$ cat config.mk
export PLATFORM = sky130hd
export DESIGN_NAME = interrupt_priority_vectoring
export DESIGN_NICKNAME = d
export VERILOG_FILES = /design/src/inc/irq_pkg.sv /design/src/rtl/interrupt_priority_vectoring.sv
export SDC_FILE = /design/constraint.sdc
export NUM_CORES = 1
export LEC_CHECK = 0
export ABC_AREA = 1
export CORE_ASPECT_RATIO = 0.6
export CORE_MARGIN = 4
export CORE_UTILIZATION = 55
export CTS_BUF_LIST = sky130_fd_sc_hd__clkbuf_8
export CTS_CLUSTER_DIAMETER = 30
export DETAILED_ROUTE_END_ITERATION = 16
export DONT_BUFFER_PORTS = 1
export GPL_TIMING_DRIVEN = 1
export PLACE_DENSITY_LB_ADDON = 0.08
export SLEW_MARGIN = 20
export SYNTH_ARGS = -nofsm -noshare
export SYNTH_HDL_FRONTEND = slang
export SYNTH_SLANG_ARGS = --single-unit
$ cat constraint.sdc
create_clock -name clk -period 5.1 [get_ports clk]
set_input_delay 0.51 -clock clk [delete_from_list [all_inputs] [get_ports clk]]
set_output_delay 0.51 -clock clk [all_outputs]
set_load 0.005 [all_outputs]
$ cat src/inc/irq_pkg.sv
package irq_pkg;

   // ****************************************************
   // Sizes, register map and reset values
   // ****************************************************
   localparam int         NUM_SRC        = 11;
   localparam int         NUM_GRP        = 6;
   localparam logic [7:0] PRIO_LOW_ADDR  = 8'ha9;
   localparam logic [7:0] PRIO_HIGH_ADDR = 8'hb9;
   localparam logic [5:0] PRIO_RESET     = 6'h00;

   // Source index equals polling position; group is index / 2
   localparam logic [3:0] SRC_EXT0 = 4'h0;
   localparam logic [3:0] SRC_SER1 = 4'h1;
   localparam logic [3:0] SRC_TMR0 = 4'h2;
   localparam logic [3:0] SRC_EXT2 = 4'h3;
   localparam logic [3:0] SRC_EXT1 = 4'h4;
   localparam logic [3:0] SRC_EXT3 = 4'h5;
   localparam logic [3:0] SRC_TMR1 = 4'h6;
   localparam logic [3:0] SRC_EXT4 = 4'h7;
   localparam logic [3:0] SRC_SER0 = 4'h8;
   localparam logic [3:0] SRC_EXT5 = 4'h9;
   localparam logic [3:0] SRC_EXT6 = 4'ha;

   // Sources held in a sticky flag; serial ones are live levels
   localparam logic [10:0] STICKY_MASK = 11'h6fd;

   typedef logic [15:0] vector_t;

   // Handler addresses
   localparam vector_t VEC_EXT0 = 16'h0003;
   localparam vector_t VEC_TMR0 = 16'h000b;
   localparam vector_t VEC_EXT1 = 16'h0013;
   localparam vector_t VEC_TMR1 = 16'h001b;
   localparam vector_t VEC_SER0 = 16'h0023;
   localparam vector_t VEC_SER1 = 16'h0083;
   localparam vector_t VEC_EXT2 = 16'h004b;
   localparam vector_t VEC_EXT3 = 16'h0053;
   localparam vector_t VEC_EXT4 = 16'h005b;
   localparam vector_t VEC_EXT5 = 16'h0063;
   localparam vector_t VEC_EXT6 = 16'h006b;

   // ****************************************************
   // Carriers
   // ****************************************************
   typedef struct packed {
      logic       valid;
      logic [3:0] src;
      logic [1:0] level;
      vector_t    vector;
   } irq_req_s;

   typedef struct packed {
      logic       wr;
      logic       rd;
      logic [7:0] addr;
      logic [7:0] wdata;
   } sfr_req_s;

   // ****************************************************
   // Decoders
   // ****************************************************
   function automatic vector_t vector_of(input logic [3:0] src);
      case (src)
         SRC_EXT0: vector_of = VEC_EXT0;
         SRC_SER1: vector_of = VEC_SER1;
         SRC_TMR0: vector_of = VEC_TMR0;
         SRC_EXT2: vector_of = VEC_EXT2;
         SRC_EXT1: vector_of = VEC_EXT1;
         SRC_EXT3: vector_of = VEC_EXT3;
         SRC_TMR1: vector_of = VEC_TMR1;
         SRC_EXT4: vector_of = VEC_EXT4;
         SRC_SER0: vector_of = VEC_SER0;
         SRC_EXT5: vector_of = VEC_EXT5;
         default:  vector_of = VEC_EXT6;
      endcase
   endfunction

   function automatic logic [1:0] level_of(input logic [5:0] lo,
                                           input logic [5:0] hi,
                                           input logic [3:0] src);
      level_of = {hi[src[3:1]], lo[src[3:1]]};
   endfunction

endpackage

$ cat src/rtl/interrupt_priority_vectoring.sv
// How it works
// External 0 and serial 1 form group 0; timer 0 and external 2 group 1.
// External 1 and 3 form group 2; timer 1 and external 4 group 3.
// Serial 0 and external 5 form group 4; external 6 alone group 5.
// Each group takes its level from bit x of both priority registers.
// Level is {high bit, low bit}: 00 lowest up to 11 highest.
// Equal levels are served in the fixed polling order, external 0 first.
// Software sets priorities once, before enabling any interrupt.
// External 0/1 and timers 0/1 vector to 0003, 0013, 000b, 001b.
// Serial 0 vectors to 0023, serial 1 to 0083; request is rx or tx.
// External 2 to 6 vector to 004b, 0053, 005b, 0063, 006b.
// External and timer flags clear by themselves when vectored.
// A source requests only while its enable bit is set.
// Higher level preempts a running handler; same or lower level waits.
module interrupt_priority_vectoring (
   // Clock and reset
   input  wire logic              clk,
   input  wire logic              reset_n,
   // Special function register port
   input  wire irq_pkg::sfr_req_s sfr,
   output logic [7:0]             sfr_rdata,
   // Sources: set pulses, serial entries are rx|tx levels
   input  wire logic [10:0]       source_in,
   input  wire logic [10:0]       irq_enable,
   output logic [10:0]            pending_flags,
   // Processor core
   output irq_pkg::irq_req_s      irq_req,
   input  wire logic              irq_ack,
   input  wire logic              irq_return
);

   // ****************************************************
   // Reset release
   // ****************************************************
   logic       rst_meta;
   logic       rst_n;
   logic [5:0] prio_low_reg;
   logic [5:0] prio_high_reg;
   logic [10:0] flag_reg;
   logic [3:0]  in_svc_reg;
   logic [10:0] request;
   logic [10:0] clear_mask;
   logic [1:0]  src_level [irq_pkg::NUM_SRC];
   logic        best_found;
   logic [3:0]  best_src;
   logic [1:0]  best_lvl;
   logic        svc_valid;
   logic [1:0]  svc_lvl;
   irq_pkg::irq_req_s req_next;

   // Deassert synchronously so no flop leaves reset on a split edge
   always_ff @(posedge clk or negedge reset_n) begin
      if (!reset_n) begin
         rst_meta <= 1'b0;
         rst_n    <= 1'b0;
      end else begin
         rst_meta <= 1'b1;
         rst_n    <= rst_meta;
      end
   end

   // ****************************************************
   // Priority registers
   // ****************************************************
   // Rewriting while interrupts run may reorder pending work
   always_ff @(posedge clk or negedge rst_n) begin
      if (!rst_n) begin
         prio_low_reg  <= irq_pkg::PRIO_RESET;
         prio_high_reg <= irq_pkg::PRIO_RESET;
      end else if (sfr.wr) begin
         if (sfr.addr == irq_pkg::PRIO_LOW_ADDR)
            prio_low_reg <= sfr.wdata[5:0];
         if (sfr.addr == irq_pkg::PRIO_HIGH_ADDR)
            prio_high_reg <= sfr.wdata[5:0];
      end
   end

   // Other addresses answer zero so the core can OR read buses
   always_ff @(posedge clk or negedge rst_n) begin
      if (!rst_n) begin
         sfr_rdata <= 8'h00;
      end else if (sfr.rd && sfr.addr == irq_pkg::PRIO_LOW_ADDR) begin
         sfr_rdata <= {2'b00, prio_low_reg};
      end else if (sfr.rd && sfr.addr == irq_pkg::PRIO_HIGH_ADDR) begin
         sfr_rdata <= {2'b00, prio_high_reg};
      end else begin
         sfr_rdata <= 8'h00;
      end
   end

   // ****************************************************
   // Request flags
   // ****************************************************
   // Only the vector actually taken is cleared
   assign clear_mask = irq_ack ? ((11'h001 << irq_req.src) &
                                  irq_pkg::STICKY_MASK) : 11'h000;

   // Set is ORed last, so an event on the clearing edge survives
   always_ff @(posedge clk or negedge rst_n) begin
      if (!rst_n) begin
         flag_reg <= 11'h000;
      end else begin
         flag_reg <= (flag_reg & ~clear_mask) |
                     (source_in & irq_pkg::STICKY_MASK);
      end
   end

   // Serial channels bypass the flags and follow their rx|tx level
   assign request = ((flag_reg & irq_pkg::STICKY_MASK) |
                     (source_in & ~irq_pkg::STICKY_MASK))
                    & irq_enable;

   // Flags of the sticky sources, for the core's status view
   always_ff @(posedge clk or negedge rst_n) begin
      if (!rst_n)
         pending_flags <= 11'h000;
      else
         pending_flags <= flag_reg;
   end

   // ****************************************************
   // Arbitration
   // ****************************************************
   // Group membership follows from the polling index
   for (genvar g = 0; g < irq_pkg::NUM_SRC; g++) begin : gen_level
      assign src_level[g] = irq_pkg::level_of(prio_low_reg,
                                              prio_high_reg, 4'(g));
   end

   // Scan from the back so the earliest index wins a tie
   always_comb begin
      best_found = 1'b0;
      best_src   = 4'h0;
      best_lvl   = 2'b00;
      for (int i = irq_pkg::NUM_SRC - 1; i >= 0; i--) begin
         if (request[i] && (!best_found || src_level[i] >= best_lvl)) begin
            best_found = 1'b1;
            best_src   = 4'(i);
            best_lvl   = src_level[i];
         end
      end
   end

   // Highest level currently in service
   always_comb begin
      svc_valid = |in_svc_reg;
      svc_lvl   = 2'b00;
      for (int l = 0; l < 4; l++) begin
         if (in_svc_reg[l])
            svc_lvl = 2'(l);
      end
   end

   // Offer drops for one cycle after an ack so it is not taken twice
   always_comb begin
      req_next.valid  = best_found && !irq_ack &&
                        (!svc_valid || best_lvl > svc_lvl);
      req_next.src    = best_src;
      req_next.level  = best_lvl;
      req_next.vector = irq_pkg::vector_of(best_src);
   end

   always_ff @(posedge clk or negedge rst_n) begin
      if (!rst_n)
         irq_req <= '0;
      else
         irq_req <= req_next;
   end

   // ****************************************************
   // In-service levels
   // ****************************************************
   // One bit per level; a return closes the highest open one
   always_ff @(posedge clk or negedge rst_n) begin
      if (!rst_n) begin
         in_svc_reg <= 4'h0;
      end else if (irq_ack) begin
         in_svc_reg <= in_svc_reg | (4'h1 << irq_req.level);
      end else if (irq_return && svc_valid) begin
         in_svc_reg <= in_svc_reg & ~(4'h1 << svc_lvl);
      end
   end

   // ****************************************************
   // Checks
   // ****************************************************
   group_level_a: assert property (@(posedge clk) disable iff (!rst_n)
      irq_req.valid |->
         irq_req.level ==
            {1'($past(prio_high_reg) >> irq_req.src[3:1]),
             1'($past(prio_low_reg) >> irq_req.src[3:1])})
      else $error("request level does not match its group");

   tie_order_a: assert property (@(posedge clk) disable iff (!rst_n)
      $past(request[0]) && irq_req.valid |->
         irq_req.src == irq_pkg::SRC_EXT0 ||
         irq_req.level > $past(src_level[0]))
      else $error("polling order broken on a tie");

   ext0_vector_a: assert property (@(posedge clk) disable iff (!rst_n)
      irq_req.valid && irq_req.src == irq_pkg::SRC_EXT0 |->
         irq_req.vector == irq_pkg::VEC_EXT0)
      else $error("wrong vector for external 0");

   ser1_vector_a: assert property (@(posedge clk) disable iff (!rst_n)
      irq_req.valid && irq_req.src == irq_pkg::SRC_SER1 |->
         irq_req.vector == irq_pkg::VEC_SER1)
      else $error("wrong vector for serial 1");

   ext6_vector_a: assert property (@(posedge clk) disable iff (!rst_n)
      irq_req.valid && irq_req.src == irq_pkg::SRC_EXT6 |->
         irq_req.vector == irq_pkg::VEC_EXT6)
      else $error("wrong vector for external 6");

   flag_clear_a: assert property (@(posedge clk) disable iff (!rst_n)
      irq_ack && irq_pkg::STICKY_MASK[irq_req.src] &&
      !source_in[irq_req.src] |=>
         !flag_reg[$past(irq_req.src)])
      else $error("flag not cleared on vector");

   enable_gate_a: assert property (@(posedge clk) disable iff (!rst_n)
      irq_req.valid |-> 1'($past(irq_enable) >> irq_req.src))
      else $error("request from a disabled source");

   preempt_only_a: assert property (@(posedge clk) disable iff (!rst_n)
      irq_req.valid && $past(svc_valid) |->
         irq_req.level > $past(svc_lvl))
      else $error("request does not outrank running handler");

   ack_drop_a: assert property (@(posedge clk) disable iff (!rst_n)
      irq_ack |=> !irq_req.valid &&
         in_svc_reg[$past(irq_req.level)])
      else $error("offer not withdrawn after ack");

endmodule

* Word level (Yosys, flattened, before mapping)
Memory sizes are Yosys's and may differ from the RTL's. A register that Yosys moved wholly into a read port is not among the register bits. Index checks and enable logic that the tools add are counted.
Cells by class: bitwise operators 8, eq/ne operators 2, muxes and demuxes 41, order comparisons 11, shift-type cells 3, reduce and logical (&&, ||, !) cells 43
Operators by type and width (count):
- 4-bit two-way mux | 13
- 2-bit two-way mux | 13
- 11-bit bitwise AND | 2
- 2-bit >= comparator | 10
- 8-bit == test, second input constant | 2
- 1-bit logical AND | 15
- 1-bit zero test | 13
- 1-bit two-way mux | 12
- 1-bit logical OR | 11
- 11-bit two-way mux | 1
- 11-bit inverter | 1
- 11-bit bitwise OR | 1
- 11-bit by 9-bit bitwise OR with 11-bit output | 1
- 1-bit by 4-bit << shifter with 11-bit output, first input constant | 1
- 8-bit two-way mux | 1
- 1-bit by 2-bit << shifter with 4-bit output, first input constant | 2
- 6-bit two-way mux | 1
- 4-bit bitwise AND | 1
- 4-bit inverter | 1
- 4-bit bitwise OR | 1
- 2-bit AND reduction | 2
- 4-bit OR reduction | 1
- 2-bit greater-than comparator | 1
- 2-bit nonzero test | 1
Storage, ports and cells: ROM bits 80, output and inout port bits 42, memories 1, bits in registers 71
Memory list:
- (no name shown) | depth 16, width 5, read ports 1, clocked after Yosys merged registers in 1, write ports 0, RTL line irq_pkg.sv:64 | case (src)

* Depth between registers and ports, before layout
Gate-level depths: netlist of the first run.
depth in word-level cells 46, gate-level depth with buffers 91

* Worst setup path after synthesis of the first run
No wires, ideal clock.
path kind input to register, start in irq_enable[10], end reg irq_req[22] (netlist name), stages on the path 83, data arrival time 9275 ps, setup time 113 ps, setup slack -4288 ps, path through nand2_2 > inv_1 > nand2_1 > ha_1 > nand2_1 > nand2_1 > nand2_2 > o21ai_0 > inv_1 > ha_1 > inv_1 > nand2_1 > nand2_1 > nand3_2 > nand2_2 > inv_2 > o21ai_1 > ha_1 > [... 47 more ...] > nand2_4 > nand3_1 > o21ai_0 > ha_1 > o21ai_0 > a31oi_1 > inv_1 > nand2_2 > nand2_1 > o21ai_1 > inv_1 > ha_1 > inv_1 > nor2_1 > o21ai_0 > a21oi_1 > nand2_1 > inv_1
RTL lines:
- start: declaration | RTL line interrupt_priority_vectoring.sv:24 | input wire logic [10:0] irq_enable,
- end signal: assignment | RTL line interrupt_priority_vectoring.sv:167 | irq_req <= req_next;
- end: declaration | RTL line interrupt_priority_vectoring.sv:27 | output irq_pkg::irq_req_s irq_req,

==> impl_metrics.env, run 1 <==
export IMPL_cts_tree="yes"
export IMPL_io_pins=86
export IMPL_synth_flop_cell="dfrtp_1"
export IMPL_ys_ff_latch=54
export IMPL_fin_crit_sh_pct=180.1
export IMPL_hp_class="reg -> async"
export IMPL_synth_simple_gate_area_share_pct=26.16
export IMPL_clock_latency_ps=310
export IMPL_drive_gt1_share_pct=40.90
export IMPL_io_buffers=0
export IMPL_path_class="reg -> reg"
export IMPL_path_max_fanout=5
export IMPL_powerDensity_mw_per_mm2=287.7
export IMPL_antenna_found_initial=0
export IMPL_synth_xor_area_share_pct=0
export IMPL_mostFrequentLayoutCells="buf_4 (97), nand2_1 (73), inv_1 (65)"
export IMPL_cts_buffers=5
export IMPL_gp_congestion=0.8795
export IMPL_wl_mm=8.591
export IMPL_die_x_um=106.5
export IMPL_largest_reg_flops=12
export IMPL_cts_root_buffer="clkbuf_8"
export IMPL_viasPerCell=5.059
export IMPL_drt_wirelength_per_cell_um=14.54
export IMPL_violations="setup timing"
export IMPL_cap_violations=0
export IMPL_relSlewSlack_pct=64.27
export IMPL_synth_edf_count=0
export IMPL_avgSynthCellArea_um2=7.951
export IMPL_multi_input_area_mm2=0.001724
export IMPL_clock_sinks=54
export IMPL_grt_setup_unrepaired="yes"
export IMPL_crit_slowest_cell="dfrtp_2"
export IMPL_status="finished, violations left"
export IMPL_dr_pass1_iters=5
export IMPL_final_hold_viol_count=0
export IMPL_clk_pin_slew_ps=100
export IMPL_drt_iter0_markers=208
export IMPL_start_kind="register"
export IMPL_async_flop_share_pct=100.0
export IMPL_drc=0
export IMPL_start_util_pct=57.25
export IMPL_detailed_place_hpwl_mm=6.109
export IMPL_required_ps=5360
export IMPL_antenna_cells=0
export IMPL_synth_fa_ha_area_share_pct=7.029
export IMPL_grt_pass1_vias=2710
export IMPL_synth_distinct_cells=33
export IMPL_end_kind="register"
export IMPL_synth_compound_area_share_pct=11.44
export IMPL_tightest_slew_ps=536.0
export IMPL_top_layer="met4"
export IMPL_dr_wl_met3_um=608
export IMPL_setup_violations=11
export IMPL_grt_pass1_wl_mm=13.28
export IMPL_die_h_um=67.13
export IMPL_areaGrowthSynthToFinish_pct=36.86
export IMPL_grt_start_max_net_pins=43
export IMPL_cp_common_cell="nand2_2"
export IMPL_yosysSeqAreaShare_pct=42.17
export IMPL_clockBufferDepth=2
export IMPL_slew_violations=0
export IMPL_final_antenna_net_count=0
export IMPL_synth_area_mm2=0.003204
export IMPL_met2WireLength_mm=3.712
export IMPL_critical_path_max_stage_delay_ps=460
export IMPL_grt_overflow=0
export IMPL_fin_crit_ps=9186
export IMPL_ys_warn_count=0
export IMPL_fill_cells=388
export IMPL_fin_cells=591
export IMPL_leakagePower_nw=2.231
export IMPL_synthMuxAreaShare_pct=0
export IMPL_power_mw=1.262
export IMPL_grtUsageTotal_pct=23.86
export IMPL_cts_max_level=2
export IMPL_num_vias=2990
export IMPL_clock_fmax_mhz=108.9
export IMPL_wl_met1_mm=4.167
export IMPL_syn_inst=403
export IMPL_max_vdd_ir_drop_mv=0.2039
export IMPL_fin_ws_ps=-4086
export IMPL_coreArea_mm2=0.005597
export IMPL_critPathArrivalTime_ps=9450
export IMPL_register_area_mm2=0.001354
export IMPL_synth_top_family_by_area="simple AND/OR/NAND/NOR gates"
export IMPL_num_rows=21
export IMPL_clock_skew_ps=6.800
export IMPL_dp_cells=554
export IMPL_final_common_cell="buf_4"
export IMPL_nets=572
export IMPL_die_area_mm2=0.007152
==> worst max-delay path: cells and delay by family (launching register included) <==
family                     cells  cell delay (ps)
adders and majority gates     11             2950
AOI/OAI and AO/OA             20             2120
buffers and inverters         13              860
and+or+nand+nor               39             2710
DFF                            1              460
==> power by group <==
part / internal, mW / switching (mW)
logic: 0.224 / 0.251
clock network: 0.112 / 0.150
registers: 0.479 / 0.0464
==> worst paths after layout <==
path	slack, ps	start	end	cells past startpoint
setup / recovery	-4090	flag_reg[10]	irq_req[22]	83
hold / removal	130	rst_n	sfr_rdata[5]	0
setup reg to reg	-4090	flag_reg[10]	irq_req[22]	83
hold reg to reg	130	rst_n	sfr_rdata[5]	0
max in group asynchronous	4130	rst_n	flag_reg[10]	1
min in group clk	290	source_in[2]	flag_reg[2]	2
==> layout make-up <==
type,instances,share of cell area [%]
sequential,54,30.87
timing repair buffer,104,18.37
tap,80,2.282
inverter,78,6.904
clock buffer,6,1.883
multi-input combinational,267,39.32
clock inverter,2,0.3709
==> synth_stat cells (all sizes together), types with 4 or more instances <==
| library cell | number | area share, % |
|---|---|---|
| o31ai | 4 | 0.94 |
| dfrtp | 54 | 42 |
| nor2 | 18 | 2.9 |
| o21ai | 38 | 6.1 |
| buf | 15 | 3.5 |
| ha | 18 | 7.0 |
| o22ai | 6 | 1.2 |
| nand2 | 117 | 17 |
| nand3 | 22 | 3.9 |
| nor3 | 5 | 0.78 |
| a21oi | 11 | 1.7 |
| inv | 78 | 9.2 |
==> cell families (layout without fill, tap and decap cells) <==
group,count (synthesis),after routing
AND/OR/NAND/NOR,170,170
buffers and inverters,95,190
AO/OA/AOI/OAI,64,64
flip-flops,54,54
adder cells (fa/ha/maj),18,18
other,2,15
==> repair_timing <==
item | CTS | global route
pin swaps | 49 | 34
hold buffers | 1 | 0
setup endpoints to repair | 11 | 11
endpoints found under the hold margin | 2 | 0
setup buffers | 25 | 7
resized for setup | 20 | 32
==> per-stage QoR <==
stage	utilization (%)	hold WS, ps	TNS, ps	instance area [um2]	worst slack [ps]
2_1_floorplan	-	214.4	-36590	3319	-3921
3_5_place_dp	69.04	133.0	-41450	3864	-4238
3_3_place_gp	69.04	124.9	-38030	3864	-3928
4_1_cts	75.32	140.6	-38230	4215	-3929
5_1_grt	78.36	165.7	-46490	4385	-4752
6_report	78.36	132.3	-39810	4385	-4086
==> routing by layer <==
layer	track usage, %	vias to the layer above
met3	5.324	15
met2	35.17	99
met5	0	-
li1	-	1466
met1	36.11	1410
met4	4.944	0
(Power assumes the default switching activity.)
==> inputs of run 2 (changes only) <==
Settings changed: CAP_MARGIN set to 20, RECOVER_POWER set to 100, SETUP_SLACK_MARGIN set to 0.1.
==> run 2 against run 1 <==
Against the previous run:
- worst hold slack gained 51 ps
- fmax increased by 0.12%
- core utilization down 0.089 points
- first-iteration DRC count shrank 20%
- the run ends with capacitance limit, slew limit, setup timing left
- wire length fell by 0.51%
- critical path depth stayed put
- highest routed layer unchanged
- flip-flop and latch count unchanged
- clock power about the same
- clock-buffer cell count stayed put
- largest power group unchanged
- register-to-register slack hardly changed
- combinational power barely moved
==> impl_metrics.env, run 2 (same netlist as run 1, synthesis figures left out) <==
export IMPL_start_util_pct=57.25
export IMPL_fill_cells=391
export IMPL_detailed_place_hpwl_mm=6.109
export IMPL_areaGrowthSynthToFinish_pct=36.70
export IMPL_coreArea_mm2=0.005597
export IMPL_status="finished, violations left"
export IMPL_die_h_um=67.13
export IMPL_num_rows=21
export IMPL_dr_pass1_iters=4
export IMPL_path_max_fanout=5
export IMPL_die_x_um=106.5
export IMPL_io_buffers=0
export IMPL_grt_pass1_vias=2710
export IMPL_cts_buffers=5
export IMPL_grtUsageTotal_pct=23.86
export IMPL_wl_mm=8.547
export IMPL_setup_tns_final_ps=-39840
export IMPL_antenna_found_initial=0
export IMPL_grt_setup_unrepaired="yes"
export IMPL_gp_congestion=0.8795
export IMPL_crit_slowest_cell="dfrtp_2"
export IMPL_clock_fmax_mhz=109.0
export IMPL_io_pins=86
export IMPL_grt_start_max_net_pins=43
export IMPL_required_ps=5360
export IMPL_final_common_cell="buf_4"
export IMPL_clk_pin_slew_ps=100
export IMPL_ff2ff_path_depth=83
export IMPL_relSlewSlack_pct=-50.47
export IMPL_cts_root_buffer="clkbuf_8"
export IMPL_nets=572
export IMPL_path_class="reg -> reg"
export IMPL_r2r_setup_slack_ps=-4070
export IMPL_tightest_slew_ps=2257
export IMPL_final_antenna_net_count=0
export IMPL_critical_path_max_stage_delay_ps=460
export IMPL_die_area_mm2=0.007152
export IMPL_critPathArrivalTime_ps=9430
export IMPL_violations="capacitance limit, slew limit, setup timing"
export IMPL_fin_crit_ps=9175
export IMPL_final_hold_viol_count=0
export IMPL_clock_latency_ps=310
export IMPL_fin_cells=591
export IMPL_cap_violations=1
export IMPL_grt_pass1_wl_mm=13.28
export IMPL_powerDensity_mw_per_mm2=287.5
export IMPL_num_vias=2966
export IMPL_start_kind="register"
export IMPL_dp_cells=554
export IMPL_clock_sinks=54
export IMPL_largest_reg_flops=12
export IMPL_drive_gt1_share_pct=40.51
export IMPL_clock_skew_ps=6.167
export IMPL_mostFrequentLayoutCells="buf_4 (92), nand2_1 (73), inv_1 (65)"
export IMPL_final_cell_area_mm2=0.004380
export IMPL_fin_crit_sh_pct=179.9
export IMPL_cp_common_cell="nand2_2"
export IMPL_slew_violations=43
export IMPL_setup_violations=11
export IMPL_end_kind="register"
export IMPL_clockBufferDepth=2
export IMPL_fin_ws_ps=-4075
export IMPL_placed_cell_area_mm2=0.003864
export IMPL_max_vdd_ir_drop_mv=0.2052
export IMPL_drt_wirelength_per_cell_um=14.46
export IMPL_drt_iter0_markers=167
export IMPL_antenna_cells=0
export IMPL_hp_class="reg -> async"
export IMPL_cts_tree="yes"
export IMPL_cts_max_level=2
export IMPL_viasPerCell=5.019
export IMPL_drc=0
export IMPL_grt_overflow=0
export IMPL_leakagePower_nw=2.229
run 2: changes by cell type in the layout (fill, tap and decap cells not counted):
cell | before | now
buf_4 | 97 | 92
clkbuf_1 | 0 | 1
clkbuf_4 | 0 | 4
dfrtp_1 | 52 | 53
dfrtp_2 | 2 | 1
run 2: final timing paths:
path | from | to
max | flag_reg[10] | irq_req[22]
min | rst_n | sfr_rdata[2]
max reg2reg | flag_reg[10] | irq_req[22]
min reg2reg | rst_n | sfr_rdata[2]
max in group asynchronous | rst_n | flag_reg[10]
min in group clk | source_in[2] | flag_reg[2]
run 2: final cells by class:
| class | instances | area [um2] | share of cell area (%) |
|---|---|---|---|
| Clock buffer | 6 | 82.58 | 1.885 |
| Clock inverter | 2 | 16.27 | 0.3713 |
| Inverter | 78 | 302.8 | 6.912 |
| Multi-Input combinational cell | 267 | 1724 | 39.36 |
| Sequential cell | 54 | 1353 | 30.88 |
| Tap cell | 80 | 100.1 | 2.285 |
| Timing Repair Buffer | 104 | 802.0 | 18.31 |
run 2: where the power goes:
group	internal [mW]	switching, mW	leakage, nW
Combinational	0.224	0.252	1.54
Clock	0.112	0.148	0.0478
Sequential	0.478	0.0456	0.638
Total	0.814	0.445	2.23
run 2: repair_timing:
item,CTS,global route
endpoints found under the setup margin,11,11
resized for setup,20,32
pin swaps,49,34
hold buffers,1,0
hold endpoints to repair,2,0
cloned,0,0
buffers inserted,25,7
run 2: per-stage QoR:
stage | power (mW) | setup slack [ps] | util (%) | hold slack, ps
3_5_place_dp | 0.9044 | -4238 | 69.04 | 133.0
6_report | 1.259 | -4075 | 78.27 | 183.2
4_1_cts | 1.211 | -3929 | 75.32 | 140.6
5_1_grt | 1.342 | -4752 | 78.27 | 241.1
2_1_floorplan | 0.7650 | -3921 | - | 214.4
3_3_place_gp | 0.8920 | -3928 | 69.04 | 124.9
run 2: critical path: cells and delay by family (launching register included):
family / cells / cell delay (ps)
buf+inv: 13 / 860
simple gates: 39 / 2720
compound gates: 20 / 2120
fa+ha+maj: 11 / 2950
flops: 1 / 460
run 2: layer usage:
metal,share of wire (%),up-vias,routed length (um),track usage (%)
met3,7.8,13,669,5.324
met2,43,106,3673,35.17
met5,0,-,0,0
li1,-,1464,-,-
met1,48,1383,4104,36.11
met4,1.2,0,99,4.944
